## config.mk

```make
export PLATFORM = sky130hd
export DESIGN_NAME = smps_seq
export DESIGN_NICKNAME = d
export VERILOG_FILES = /design/src/hw/smps_pkg.sv /design/src/hw/smps_sync.sv /design/src/hw/smps_seq.sv
export VERILOG_INCLUDE_DIRS = /design/src /design/src/hw
export SDC_FILE = /design/constraint.sdc
export NUM_CORES = 1
export LEC_CHECK = 0
export ABC_AREA = 1
export BUFFER_PORTS_ARGS = -buffer_cell sky130_fd_sc_hd__buf_2
export CORE_ASPECT_RATIO = 0.6
export CORE_MARGIN = 2
export CORE_UTILIZATION = 46
export CTS_CLUSTER_SIZE = 14
export DETAILED_ROUTE_END_ITERATION = 6
export PLACE_DENSITY = 0.8
export SLEW_MARGIN = 0
export SYNTH_ARGS = -nofsm -noshare
export SYNTH_HDL_FRONTEND = slang
export SYNTH_HIERARCHICAL = 1
export SYNTH_SLANG_ARGS = --single-unit
```

## constraint.sdc

```tcl
create_clock -name hclk -period 1.3 [get_ports hclk]
set_input_delay 0.26 -clock hclk [delete_from_list [all_inputs] [get_ports hclk]]
set_output_delay 0.26 -clock hclk [all_outputs]
set_load 0.02 [all_outputs]
```

## src/hw/smps_cfg.svh

```systemverilog
`ifndef SMPS_CFG_SVH
`define SMPS_CFG_SVH
// register byte offsets
`define SMPS_CTRL_OFS 8'h00
`define SMPS_STAT_OFS 8'h04
`define SMPS_CMD_OFS 8'h08
// control register fields
`define SMPS_CTRL_ENTRY_BIT 0
`define SMPS_CTRL_PPDSEL_BIT 1
`define SMPS_CTRL_DETEN_BIT 2
`define SMPS_CTRL_DETSTOP_BIT 3
`define SMPS_CTRL_DBGEN_BIT 4
`define SMPS_CTRL_OSCST_BIT 5
`define SMPS_CTRL_ADASYNC_BIT 6
`define SMPS_CTRL_W 7
`define SMPS_CTRL_RST 7'h00
// command register fields
`define SMPS_CMD_ACK_BIT 0
// status register fields
`define SMPS_STAT_FLAG_BIT 0
`define SMPS_STAT_LATCH_BIT 1
`define SMPS_STAT_MODE_LSB 2
`define SMPS_STAT_REGON_BIT 5
`define SMPS_STAT_W 6
// entry sequencing: cycles allowed for pins to be captured before stop
`define SMPS_LATCH_NS 40
`define SMPS_CLK_NS 20
`define SMPS_LATCH_CYC ((`SMPS_LATCH_NS + `SMPS_CLK_NS - 1) / `SMPS_CLK_NS)
`endif

```

## src/hw/smps_pkg.sv

```systemverilog
package smps_pkg;
    // sequencer states, one-hot
    typedef enum logic [3:0] {
        SMPS_RUN = 4'h1,
        SMPS_LATCH = 4'h2,
        SMPS_STOP3 = 4'h4,
        SMPS_STOP2 = 4'h8
    } smps_state_t;
endpackage : smps_pkg

```

## src/hw/smps_sync.sv

```systemverilog
`timescale 1ns/1ps
`default_nettype none
// ****************************************
// two-flop synchroniser for a pin level
// ****************************************
module smps_sync
(
    // clock and reset
    input wire logic hclk,
    input wire logic hresetn,
    input wire logic ce,
    // level in and out
    input wire logic d,
    output logic q
);
    logic meta_r; // first stage, read only by q
    // both stages stall with the clock enable
    always_ff @(posedge hclk or negedge hresetn)
    begin
        if (!hresetn)
        begin
            meta_r <= 1'b0;
            q <= 1'b0;
        end
        else if (ce)
        begin
            meta_r <= d;
            q <= meta_r;
        end
    end
endmodule : smps_sync
`default_nettype wire

```

## src/hw/smps_seq.sv

```systemverilog
`timescale 1ns/1ps
`default_nettype none
`include "smps_cfg.svh"
// Functional notes
// - detector in stop keeps regulator active
// - stop2 request with detector goes stop3
// - stop3 with detector, debug off: clockgen off, pins held
// - stop entry halts all peripheral clocks
// - debug enable keeps debug clock running
// - stop3 holds pins by retained logic
// - stop2 captures pin states before stopping
// - stop3 retains ram and registers
// - stop2 wake resets registers, keeps ram
// - stop3 clockgen standby, oscillator optional
// - stop2 clockgen off, oscillator off
// - timers halted; reset after stop2 wake
// - converter standby unless async clock in stop3
// - converter reset after stop2 wake
// - serial modules halted; reset after stop2
// - regulator standby unless detector or debug
// - stop with entry disabled forces reset
// - select bit: 1 stop2, 0 stop3
// - stop2 wake sets flag until ack
// - stop2 request with debug goes stop3
module smps_seq
(
    // ahb-lite clock and reset
    input wire logic hclk,
    input wire logic hresetn,
    input wire logic ce,
    // ahb-lite slave
    input wire logic hsel,
    input wire logic [7:0] haddr,
    input wire logic [1:0] htrans,
    input wire logic hwrite,
    input wire logic [2:0] hsize,
    input wire logic [31:0] hwdata,
    input wire logic hready,
    output logic [31:0] hrdata,
    output logic hreadyout,
    output logic hresp,
    // core side
    input wire logic stop_req,
    output logic illegal_op_reset,
    // wake-up pins and periodic wake-up (asynchronous)
    input wire logic wake_pin,
    input wire logic periodic_wakeup_interrupt,
    // power and clock controls
    output logic periph_clk_en,
    output logic debug_clk_en,
    output logic regulator_active,
    output logic clkgen_off,
    output logic clkgen_standby,
    output logic osc_run,
    output logic converter_standby,
    output logic pin_latch_capture,
    output logic pin_latch_hold,
    output logic ram_retain,
    output logic stop2_module_reset
);
    // ****************************************
    // register file state
    // ****************************************
    logic [`SMPS_CTRL_W-1:0] ctrl_r; // software controls
    logic flag_r; // partial power down flag
    logic latch_r; // pin latches closed
    logic [31:0] hrdata_r;
    logic wr_pend_r; // write data phase pending
    logic [7:0] waddr_r;
    smps_pkg::smps_state_t state_r; // one-hot sequencer state
    smps_pkg::smps_state_t state_nxt;
    logic [1:0] cnt_r; // latch capture cycles
    logic modrst_r;
    logic [31:0] rd_mux;
    // wake level after two flops
    logic wake_pin_s;
    logic tick_s;
    logic wake;
    // both sources come from outside this clock, so each gets two flops
    smps_sync u_sync_pin (.hclk(hclk), .hresetn(hresetn), .ce(ce), .d(wake_pin), .q(wake_pin_s));
    smps_sync u_sync_tick
    (
        .hclk(hclk),
        .hresetn(hresetn),
        .ce(ce),
        .d(periodic_wakeup_interrupt),
        .q(tick_s)
    );
    assign wake = wake_pin_s | tick_s;
    // ****************************************
    // named control fields
    // ****************************************
    wire stop_entry_enable = ctrl_r[`SMPS_CTRL_ENTRY_BIT];
    wire partial_power_down_select = ctrl_r[`SMPS_CTRL_PPDSEL_BIT];
    wire low_voltage_detect_enable = ctrl_r[`SMPS_CTRL_DETEN_BIT];
    wire low_voltage_stop_enable = ctrl_r[`SMPS_CTRL_DETSTOP_BIT];
    wire debug_mode_enable = ctrl_r[`SMPS_CTRL_DBGEN_BIT];
    wire oscillator_run_in_stop = ctrl_r[`SMPS_CTRL_OSCST_BIT];
    wire converter_async_clock = ctrl_r[`SMPS_CTRL_ADASYNC_BIT];
    // detector armed for stop needs both enables
    wire detect_in_stop = low_voltage_detect_enable & low_voltage_stop_enable;
    // overrides fold a stop2 request into stop3
    wire go_stop2 = partial_power_down_select & ~detect_in_stop & ~debug_mode_enable;
    wire in_stop = state_r != smps_pkg::SMPS_RUN;
    wire in_stop2 = state_r == smps_pkg::SMPS_STOP2;
    wire in_stop3 = state_r == smps_pkg::SMPS_STOP3;
    // ****************************************
    // ahb-lite decode
    // ****************************************
    wire addr_ph = hsel & hready & htrans[1];
    wire rd_ph = addr_ph & ~hwrite;
    wire wr_ph = addr_ph & hwrite;
    wire ack_wr = wr_pend_r & (waddr_r == `SMPS_CMD_OFS) & hwdata[`SMPS_CMD_ACK_BIT];
    wire ctrl_wr = wr_pend_r & (waddr_r == `SMPS_CTRL_OFS);
    // always zero wait, always okay
    assign hreadyout = 1'b1;
    assign hresp = 1'b0;
    assign hrdata = hrdata_r;
    // read mux; unmapped reads as zero
    assign rd_mux = (haddr == `SMPS_CTRL_OFS) ? {25'h0000000, ctrl_r} :
                    (haddr == `SMPS_STAT_OFS) ?
                    {26'h0000000, regulator_active, in_stop2 ? 3'h2 :
                     (in_stop3 ? 3'h3 : 3'h0), latch_r, flag_r} :
                    32'h00000000;
    // ****************************************
    // bus registers
    // ****************************************
    // capture write address, register read data
    always_ff @(posedge hclk or negedge hresetn)
    begin
        if (!hresetn)
        begin
            wr_pend_r <= 1'b0;
            waddr_r <= 8'h00;
            hrdata_r <= 32'h00000000;
        end
        else if (ce)
        begin
            wr_pend_r <= wr_ph;
            waddr_r <= haddr;
            if (rd_ph)
            begin
                hrdata_r <= rd_mux;
            end
        end
    end
    // control register survives stop3 but not stop2 wake
    always_ff @(posedge hclk or negedge hresetn)
    begin
        if (!hresetn)
        begin
            ctrl_r <= `SMPS_CTRL_RST;
        end
        else if (ce)
        begin
            if (in_stop2 && wake)
            begin
                ctrl_r <= `SMPS_CTRL_RST;
            end
            else if (ctrl_wr)
            begin
                ctrl_r <= hwdata[`SMPS_CTRL_W-1:0];
            end
        end
    end
    // ****************************************
    // stop sequencer
    // ****************************************
    always_comb
    begin
        state_nxt = state_r;
        case (state_r)
            smps_pkg::SMPS_RUN:
            begin
                // disabled entry never leaves run
                if (stop_req && stop_entry_enable)
                begin
                    state_nxt = go_stop2 ? smps_pkg::SMPS_LATCH : smps_pkg::SMPS_STOP3;
                end
            end
            smps_pkg::SMPS_LATCH:
            begin
                // pins captured before stop2 proper
                if (cnt_r == 2'(`SMPS_LATCH_CYC - 1))
                begin
                    state_nxt = smps_pkg::SMPS_STOP2;
                end
            end
            smps_pkg::SMPS_STOP3:
            begin
                if (wake)
                begin
                    state_nxt = smps_pkg::SMPS_RUN;
                end
            end
            smps_pkg::SMPS_STOP2:
            begin
                if (wake)
                begin
                    state_nxt = smps_pkg::SMPS_RUN;
                end
            end
            default:
            begin
                // an illegal code falls back to run rather than hanging
                state_nxt = smps_pkg::SMPS_RUN;
            end
        endcase
    end
    // state, capture counter and flags
    always_ff @(posedge hclk or negedge hresetn)
    begin
        if (!hresetn)
        begin
            state_r <= smps_pkg::SMPS_RUN;
            cnt_r <= 2'h0;
            flag_r <= 1'b0;
            latch_r <= 1'b0;
            modrst_r <= 1'b0;
            illegal_op_reset <= 1'b0;
        end
        else if (ce)
        begin
            state_r <= state_nxt;
            cnt_r <= (state_r == smps_pkg::SMPS_LATCH) ? cnt_r + 2'h1 : 2'h0;
            illegal_op_reset <= !in_stop && stop_req && !stop_entry_enable;
            modrst_r <= in_stop2 && wake;
            // set wins over acknowledge
            if (in_stop2 && wake)
            begin
                flag_r <= 1'b1;
            end
            else if (ack_wr)
            begin
                flag_r <= 1'b0;
            end
            // latches close on capture, open only on acknowledge
            if (state_r == smps_pkg::SMPS_LATCH)
            begin
                latch_r <= 1'b1;
            end
            else if (ack_wr && !in_stop2)
            begin
                latch_r <= 1'b0;
            end
        end
    end
    // ****************************************
    // power and clock outputs
    // ****************************************
    // any stop halts every peripheral clock
    assign periph_clk_en = ~in_stop;
    // debug clock kept only by its enable
    assign debug_clk_en = ~in_stop | debug_mode_enable;
    // full regulation in run or with an override
    assign regulator_active = ~in_stop | detect_in_stop | debug_mode_enable;
    // clockgen off in stop2 and with the detector armed and debug off in stop3
    assign clkgen_off = in_stop2 | (in_stop3 & detect_in_stop & ~debug_mode_enable);
    assign clkgen_standby = in_stop3 & ~clkgen_off;
    // oscillator may run only in stop3
    assign osc_run = ~in_stop | (in_stop3 & oscillator_run_in_stop);
    // async clock keeps conversions alive in stop3
    assign converter_standby = in_stop & ~(in_stop3 & converter_async_clock);
    assign pin_latch_capture = state_r == smps_pkg::SMPS_LATCH;
    // stop3 pins held by frozen logic, no latch
    assign pin_latch_hold = latch_r;
    assign ram_retain = 1'b1;
    assign stop2_module_reset = modrst_r;
endmodule : smps_seq
`default_nettype wire

```

# [Word-level counts from Yosys, hierarchy flattened]
# Index checks and enable logic that the tools add are counted.
[word_totals] reg_bits=62 out_inout_bits=46 word_cells=89
[classes] addsub=1 n_eq_ne=11 mux=16 n_bitwise=28 n_reduce_logical=19
[ops] cell="2-to-1 mux 7 bit" count=3
[ops] cell="AND 1 bit" count=16
[ops] cell="logical NOT 8 bit" count=2
[ops] cell="2-to-1 mux 4 bit" count=3
[ops] cell="case mux 4 bit (3 select lines)" count=1
[ops] cell="equality test 8 x 3 -> 1 bit (second input constant)" count=1
[ops] cell="equality test 8 x 4 -> 1 bit (second input constant)" count=1
[ops] cell="AND reduction 2 bit" count=4
[ops] cell="2-to-1 mux 2 bit" count=3
[ops] cell="2-to-1 mux 6 bit" count=1
[ops] cell="inverter 1 bit" count=6
[ops] cell="OR 1 bit" count=6
[ops] cell="nonzero test 2 bit" count=3
[ops] cell="logical AND 1 bit" count=5
[ops] cell="equality test 4 x 1 -> 1 bit (second input constant)" count=1
[ops] cell="equality test 4 x 2 -> 1 bit (second input constant)" count=1
[ops] cell="equality test 4 x 3 -> 1 bit (second input constant)" count=1
[ops] cell="equality test 4 bit (second input constant)" count=1
[ops] cell="2-to-1 mux 1 bit" count=4
[ops] cell="!= test 2 x 1 -> 1 bit (second input constant)" count=2
[ops] cell="!= test 4 x 1 -> 1 bit (second input constant)" count=1
[ops] cell="AND reduction 4 bit" count=1
[ops] cell="logical NOT 1 bit" count=3
[ops] cell="2-to-1 mux 3 bit" count=1
[ops] cell="4 further kinds" count=4

# [Depth between registers and ports, before layout]
# Gate-level depths: netlist of the first run.
[depth] ltp_word=7 mapped_depth=8

# [By module]
# Netlist of the first run, hierarchy kept.
[modules_own_cells] mod="smps_seq" instances=1 cells_each=250 area_each_um2=1929.4 seq_area_each_um2=827.0
[modules_own_cells] mod="smps_sync" instances=2 cells_each=9 area_each_um2=76.3 seq_area_each_um2=50.0

# [Worst setup path before layout of the first run]
# Ideal clock, no wire load.
[synth_path] path_type="reg2out" from="register state_r[1]" to="output port clkgen_off" arrival_time_ns=1.237 path_slack_ns=-0.197 stages_incl_launch_ff=4 n_path_buf=0 cell_sequence="dfrtp_1 nor2_4 nand3_2 o31ai_1"
[synth_between] elab_chain_len=4
[synth_lines] element="from (decl)" line_no="smps_seq.sv:70" source="smps_pkg::smps_state_t state_r;"
[synth_lines] element="from (signal assigned)" line_no="smps_seq.sv:215" source="state_r <= smps_pkg::SMPS_RUN;"
[synth_lines] element="from (signal assigned)" line_no="smps_seq.sv:224" source="state_r <= state_nxt;"
[synth_lines] element="equality test 4 x 3 -> 1 bit" line_no="smps_seq.sv:106" source="wire in_stop3 = state_r == smps_pkg::SMPS_STOP3;"
[synth_lines] element="AND 1 bit (2 in a row)" line_no="smps_seq.sv:258" source="assign clkgen_off = in_stop2 | (in_stop3 & detect_in_stop & ~debug_mode_enable);"
[synth_lines] element="OR 1 bit (*)" line_no="smps_seq.sv:258"
[synth_lines] element="to (decl)" line_no="smps_seq.sv:52" source="output logic clkgen_off,"
# Mark *: on every way between the ends. The rest lies on a longest branch, timed or not.

# [Worst setup path after layout of the first run]
[layout_path] from="register state_r[0]" to="output port converter_standby"
[layout_between] elab_chain_len=4
[layout_lines] element="equality test 4 x 3 -> 1 bit" line_no="smps_seq.sv:106"
[layout_lines] element="AND 1 bit" line_no="smps_seq.sv:263" source="assign converter_standby = in_stop & ~(in_stop3 & converter_async_clock);"
[layout_lines] element="inverter 1 bit" line_no="smps_seq.sv:263"
[layout_lines] element="AND 1 bit (*)" line_no="smps_seq.sv:263"
[layout_lines] element="to (decl)" line_no="smps_seq.sv:55" source="output logic converter_standby,"
# Marked as above.

==> results of run 1 <==
## path summary, 6_finish.rpt
| check | startpoint | to | slack, ns |
|---|---|---|---|
| worst max register to register | state_r[0] | state_r[0] | -0.26 |
| worst min register to register | flag_r | flag_r | 0.47 |
| worst max-delay path | state_r[0] | converter_standby | -0.32 |
| worst min-delay path | periodic_wakeup_interrupt | u_sync_tick/meta_r | 0.18 |
| max in group asynchronous | hresetn | state_r[0] | 0.57 |
| min in group asynchronous | hresetn | u_sync_tick/q | 0.48 |
## critical path: stages, from the launching register on
cell and delay (ns):
dfstp_2 0.57, inv_2 0.05, nor2_4 0.12, nand2_4 0.10, nand2_2 0.08, inv_2 0.03, buf_6 0.12
## registers in the layout (all words and copies together) (netlist names)
name,cells
stop2_module_reset,1
u_sync_tick/q,1
wr_pend_r,1
flag_r,1
hrdata,7
illegal_op_reset,1
u_sync_tick/meta_r,1
u_sync_pin/meta_r,1
waddr_r,8
ctrl_r,7
pin_latch_hold,1
u_sync_pin/q,1
state_r,4
cnt_r,2
## kinds of logic after synthesis
kind of cell | after synthesis
buffers and inverters | 48
adder cells (fa/ha/maj) | 1
AND/OR/NAND/NOR | 174
flip-flops | 37
other | 2
AO/OA/AOI/OAI | 6
## cells in the final DEF (no fill, tap or decap), drive strengths merged
| cell | Yosys | layout |
|---|---|---|
| inv | 17 | 17 |
| conb | 2 | 28 |
| bufinv | 0 | 1 |
| nand2 | 115 | 115 |
| nor3 | 3 | 3 |
| o21ai | 3 | 3 |
| clkbuf | 1 | 6 |
| dfrtp | 36 | 36 |
| nand3b | 1 | 1 |
| and3 | 1 | 1 |
| a31oi | 1 | 1 |
| ha | 1 | 1 |
| nand3 | 29 | 29 |
| dfstp | 1 | 1 |
| buf | 30 | 71 |
| o22ai | 1 | 1 |
| nor2 | 24 | 24 |
| clkinvlp | 0 | 1 |
| o31ai | 1 | 1 |
| nand4 | 1 | 2 |
| dlygate4sd3 | 0 | 1 |
## cell type report
class                   count  area [sq um]
clock buffers               6          82.6
clock inverters             2          37.5
fillers                   376          1490
inverters                  17          63.8
multi-input cells         210          1060
flip-flops and latches     37           930
well taps                  60          75.1
repair buffers             72           497
## repair_timing
action                                  4_1_cts  5_1_grt
pin swaps                                     8       17
hold buffers                                  1        0
resized for setup                            30        9
endpoints found under the hold margin        36        0
gates cloned                                  0        1
endpoints found under the setup margin       15       25
setup buffers                                10        2
## layer usage
layer	routed length, um	vias up	global-route usage, %
li1	-	929	-
met1	2320	912	26.8
met2	2420	71	31.6
met3	366	7	5.69
met4	39	0	5.19
met5	0	-	0
## power by group
part	internal (W)	total, W	switching (W)
registers	0.00125	0.00134	0.0000913
logic	0.000681	0.00152	0.000842
clock network	0.000624	0.00105	0.000428
## metrics by stage
| stage | power [W] | hold slack (ns) | area, sq um | std cells | utilization (%) |
|---|---|---|---|---|---|
| final | 0.00392 | 0.176 | 2750 | 404 | 64.8 |
| after global routing | 0.00410 | 0.181 | 2750 | 404 | 64.8 |
| after CTS | 0.00385 | 0.172 | 2680 | 401 | 63.3 |
| after detailed placement | 0.00239 | 0.240 | 2380 | 382 | 56.2 |
| after global placement | 0.00237 | 0.237 | 2380 | 382 | 56.2 |
| after floorplan | 0.00205 | -0.0356 | 2180 | 294 | - |
==> flow_summary.ini, run 1 <==
[status]
violations = setup timing
status = finished with violations

[clock_tree]
htree_num_levels = 2
clk_pin_slew_ns = 0.07
cts_tree = built
cts_root_buffer = clkbuf_8
clk_latency_ns = 0.29
clkSinkCount = 37
numCtsBuffers = 5
cts_buffer_depth = 2

[sta]
fmax_mhz = 616
clock_skew_ns = 0.00330
fin_crit_ns = 1.62
fin_crit_sh_pct = 125
slew_viol_final = 0
tns_ns = -3.31
fin_ws_ns = -0.323
setup_viol_count_final = 14
hold_viol = 0
rsz0062_at_grt = yes

[global_route]
overflow = 0
grt_pass1_vias = 1761
grt_pass1_wl_um = 8010
grt_max_degree = 38
antenna_found_initial = 0
grtUsageTotal_pct = 19.9

[worst_hold_path]
holdPathStages = 3
hp-class = input pin to flip-flop

[routing]
totalWireLength_um = 5150
ant_nets = 0
viasPerCell = 4.75
drcViolationCount = 0
vias = 1919
wire_per_inst_um = 12.7
drtIter0Drc = 115
firstDrtPassIters = 4

[final_layout]
antenna_cells = 0
area_growth_pct = 31.9
fin_nets = 398
drive_above_1_share_pct = 35.8

[worst_setup_path]
worstPathMaxFanout = 6
path_class = flip-flop to output pin
worst_setup_path_start_kind = flip-flop
crit_arrival_ns = 1.36
worstSetupEndpointType = output pin
required_ns = 1.04
ff2ff_path_depth = 11

[floorplanning]
start_util_pct = 49.2
boundaryPins = 100
dieWidth_um = 90.9
num_rows = 18
dieArea_sq_mm = 0.00510
die_y_um = 56.1
core_area_sq_mm = 0.00423

[power_and_ir_drop]
power_density_mw_per_mm2 = 1430
p_leak_nw = 1.56
peakVddDrop_v = 0.000612

[synthesis]
ys_seq_elements = 37
synth_top_cell_by_area = dfrtp_1
synthSimpleGateAreaFrac_pct = 38.7
synth_area_per_cell_sq_um = 7.77
syn-instance-count = 268
ys_top_cells_by_area = dfrtp_1 (43%), nand2_1 (20%), buf_4 (10%), nand3_1 (6.5%), nor2_1 (2.5%)
synth_common_cells = nand2_1 (110), dfrtp_1 (36), buf_4 (28), nand3_1 (27), nor2_1 (14)
synth_adder_area_share_pct = 0.601
synth-compound-area-share_pct = 1.68
syn_area_sq_mm = 0.00208
synth-seq-area-share_pct = 44.5
async_reset_ff_share_pct = 100
synth_most_common_cell = nand2_1
synth_cell_types = 29
synth_top_family_by_area = simple AND/OR/NAND/NOR gates
yosysWarningCount = 6
synth_edf_count = 0
synth_ff_type = dfrtp_1
synth_top_cell_area_share_pct = 43.3
muxShareOfSynthArea_pct = 0
synthXorXnorAreaFrac_pct = 0

[run]
cap_violations = 0

[placement]
io_buffers = 42
post-dp-hpwl_um = 3540
place.gp.congestion = 0.865
dp_slack_ns = -0.108
Power figures use the tool's default switching activity.
==> run 2: changes to the inputs <==
--- a/config.mk
+++ b/config.mk
@@ -14,6 +14,7 @@
 export CTS_CLUSTER_SIZE = 14
 export DETAILED_ROUTE_END_ITERATION = 6
 export PLACE_DENSITY = 0.8
+export SETUP_SLACK_MARGIN = 0.15
 export SLEW_MARGIN = 0
 export SYNTH_ARGS = -nofsm -noshare
 export SYNTH_HDL_FRONTEND = slang
==> flow_summary.ini, run 2 (same netlist as run 1, synthesis figures left out) <==
[placement]
dpl_cell_area_sq_mm = 0.00243
post-dp-hpwl_um = 3500
io_buffers = 42
place.gp.congestion = 0.812

[sta]
hold_viol = 0
fin_crit_sh_pct = 128
tns_ns = -4.27
rsz0062_at_grt = yes
fin_ws_ns = -0.370
hold-worst-slack_ns = 0.170
fin_crit_ns = 1.67
setup_viol_count_final = 20
slew_viol_final = 0
fmax_mhz = 599
clock_skew_ns = 0.00430

[final_layout]
mostFrequentLayoutCell = nand2_1
drive_above_1_share_pct = 38.9
mostFrequentLayoutCells = nand2_1 (103), dfrtp_1 (34), buf_2 (34)
final_core_util_pct = 69.1
antenna_cells = 0
area_growth_pct = 40.6
fillerInstances = 337
final_cell_area_sq_mm = 0.00293
top_register = waddr_r
largest_reg_flops = 8
fin_nets = 401

[worst_setup_path]
path_class = flip-flop to output pin
worstPathMaxFanout = 4
crit_buf_inv = 3
required_ns = 1.04
cpMaxStageDelayCell = dfrtp_2
path_cells = nor2_4 > nand3_4 > inv_4 > nand2_1 > nand2_2 > inv_2 > buf_6
slowest_delay_ns = 0.45
cp_top_family = flip-flops
worstReg2RegStart = state_r[0]
worstSetupEndpointType = output pin
ff2ff_path_depth = 9
worst_setup_path_start_kind = flip-flop
crit_arrival_ns = 1.41
r2r_setup_slack_ns = -0.31
timing.rr.end = state_r[1]

[worst_hold_path]
hold_start = wake_pin
holdPathStages = 3
min_to = u_sync_pin/meta_r
hp-class = input pin to flip-flop

[power_and_ir_drop]
power_density_mw_per_mm2 = 1450
peakVddDrop_v = 0.000652
p_leak_nw = 1.61

[routing]
wire_per_inst_um = 14.4
drtIter0Drc = 184
vias = 1983
totalWireLength_um = 5860
ant_nets = 0
firstDrtPassIters = 4
viasPerCell = 4.87
drcViolationCount = 0

[status]
violations = setup timing
status = finished with violations

[clock_tree]
numCtsBuffers = 5
clkSinkCount = 37
cts_root_buffer = clkbuf_8
htree_num_levels = 2
clk_pin_slew_ns = 0.07
cts_buffer_depth = 2
clk_latency_ns = 0.29
cts_tree = built

[global_route]
grt_pass1_vias = 1824
grt_pass1_wl_um = 8870
grt_max_degree = 38
grtUsageTotal_pct = 22.4
overflow = 0
antenna_found_initial = 0

[floorplanning]
dieWidth_um = 90.9
start_util_pct = 49.2
boundaryPins = 100
die_y_um = 56.1
core_area_sq_mm = 0.00423
num_rows = 18
dieArea_sq_mm = 0.00510

[run]
cap_violations = 0
[run 2: area by class of cell]
class                      instances  area [sq um]  share of cell area (%)
multi-input combinational        210          1160                    39.7
sequential                        37           930                    31.8
timing repair buffer              75           558                    19.1
tap                               60          75.1                    2.57
clock buffer                       5          68.8                    2.35
inverter                          17          68.8                    2.35
clock inverter                     3          65.1                    2.22
[run 2: per-layer routing]
metal  GRT usage, %  routed length (um)  vias to the layer above
li1               -                   -                      940
met1           28.8                2320                      919
met2           36.9                2830                      108
met3           6.23                 540                       16
met4           7.36                 164                        0
met5              0                   0                        -
[run 2: tightest hold or removal path, delay by kind of cell]
| family | cells | cell delay (ns) |
|---|---|---|
| and+or+nand+nor | 2 | 0.09 |
| buffers and inverters | 1 | 0.07 |
[run 2: stage by stage]
stage               total power, W  setup WS [ns]  instances
floorplan                  0.00214         0.0512        294
global placement           0.00245         -0.107        382
detailed placement         0.00248         -0.111        382
CTS                        0.00406         -0.361        400
global route               0.00443         -0.414        407
finish                     0.00425         -0.370        407
[run 2: repair_timing]
action	CTS	global route
resized for setup	47	8
setup buffers	8	7
hold buffers	1	0
pin swaps	26	12
hold endpoints to repair	36	0
cloned	1	0
setup endpoints to repair	27	29
[run 2: worst max-delay path by stage]
stage                     startpoint  slack [ns]  cells after the start           endpoint
after floorplan           state_r[1]        0.05                      3         clkgen_off
after global placement    state_r[0]       -0.11                      6  converter_standby
after detailed placement  state_r[0]       -0.11                      6  converter_standby
after CTS                 state_r[0]       -0.36                      6  converter_standby
after global routing      state_r[1]       -0.41                      7  converter_standby
final                     state_r[1]       -0.37                      7  converter_standby
[run 2: power by group]
group	internal (W)	switching [W]	leakage, nW
Combinational	0.000748	0.000967	1.05
Sequential	0.00125	0.0000977	0.487
Clock	0.000762	0.000427	0.0681
Total	0.00276	0.00149	1.61
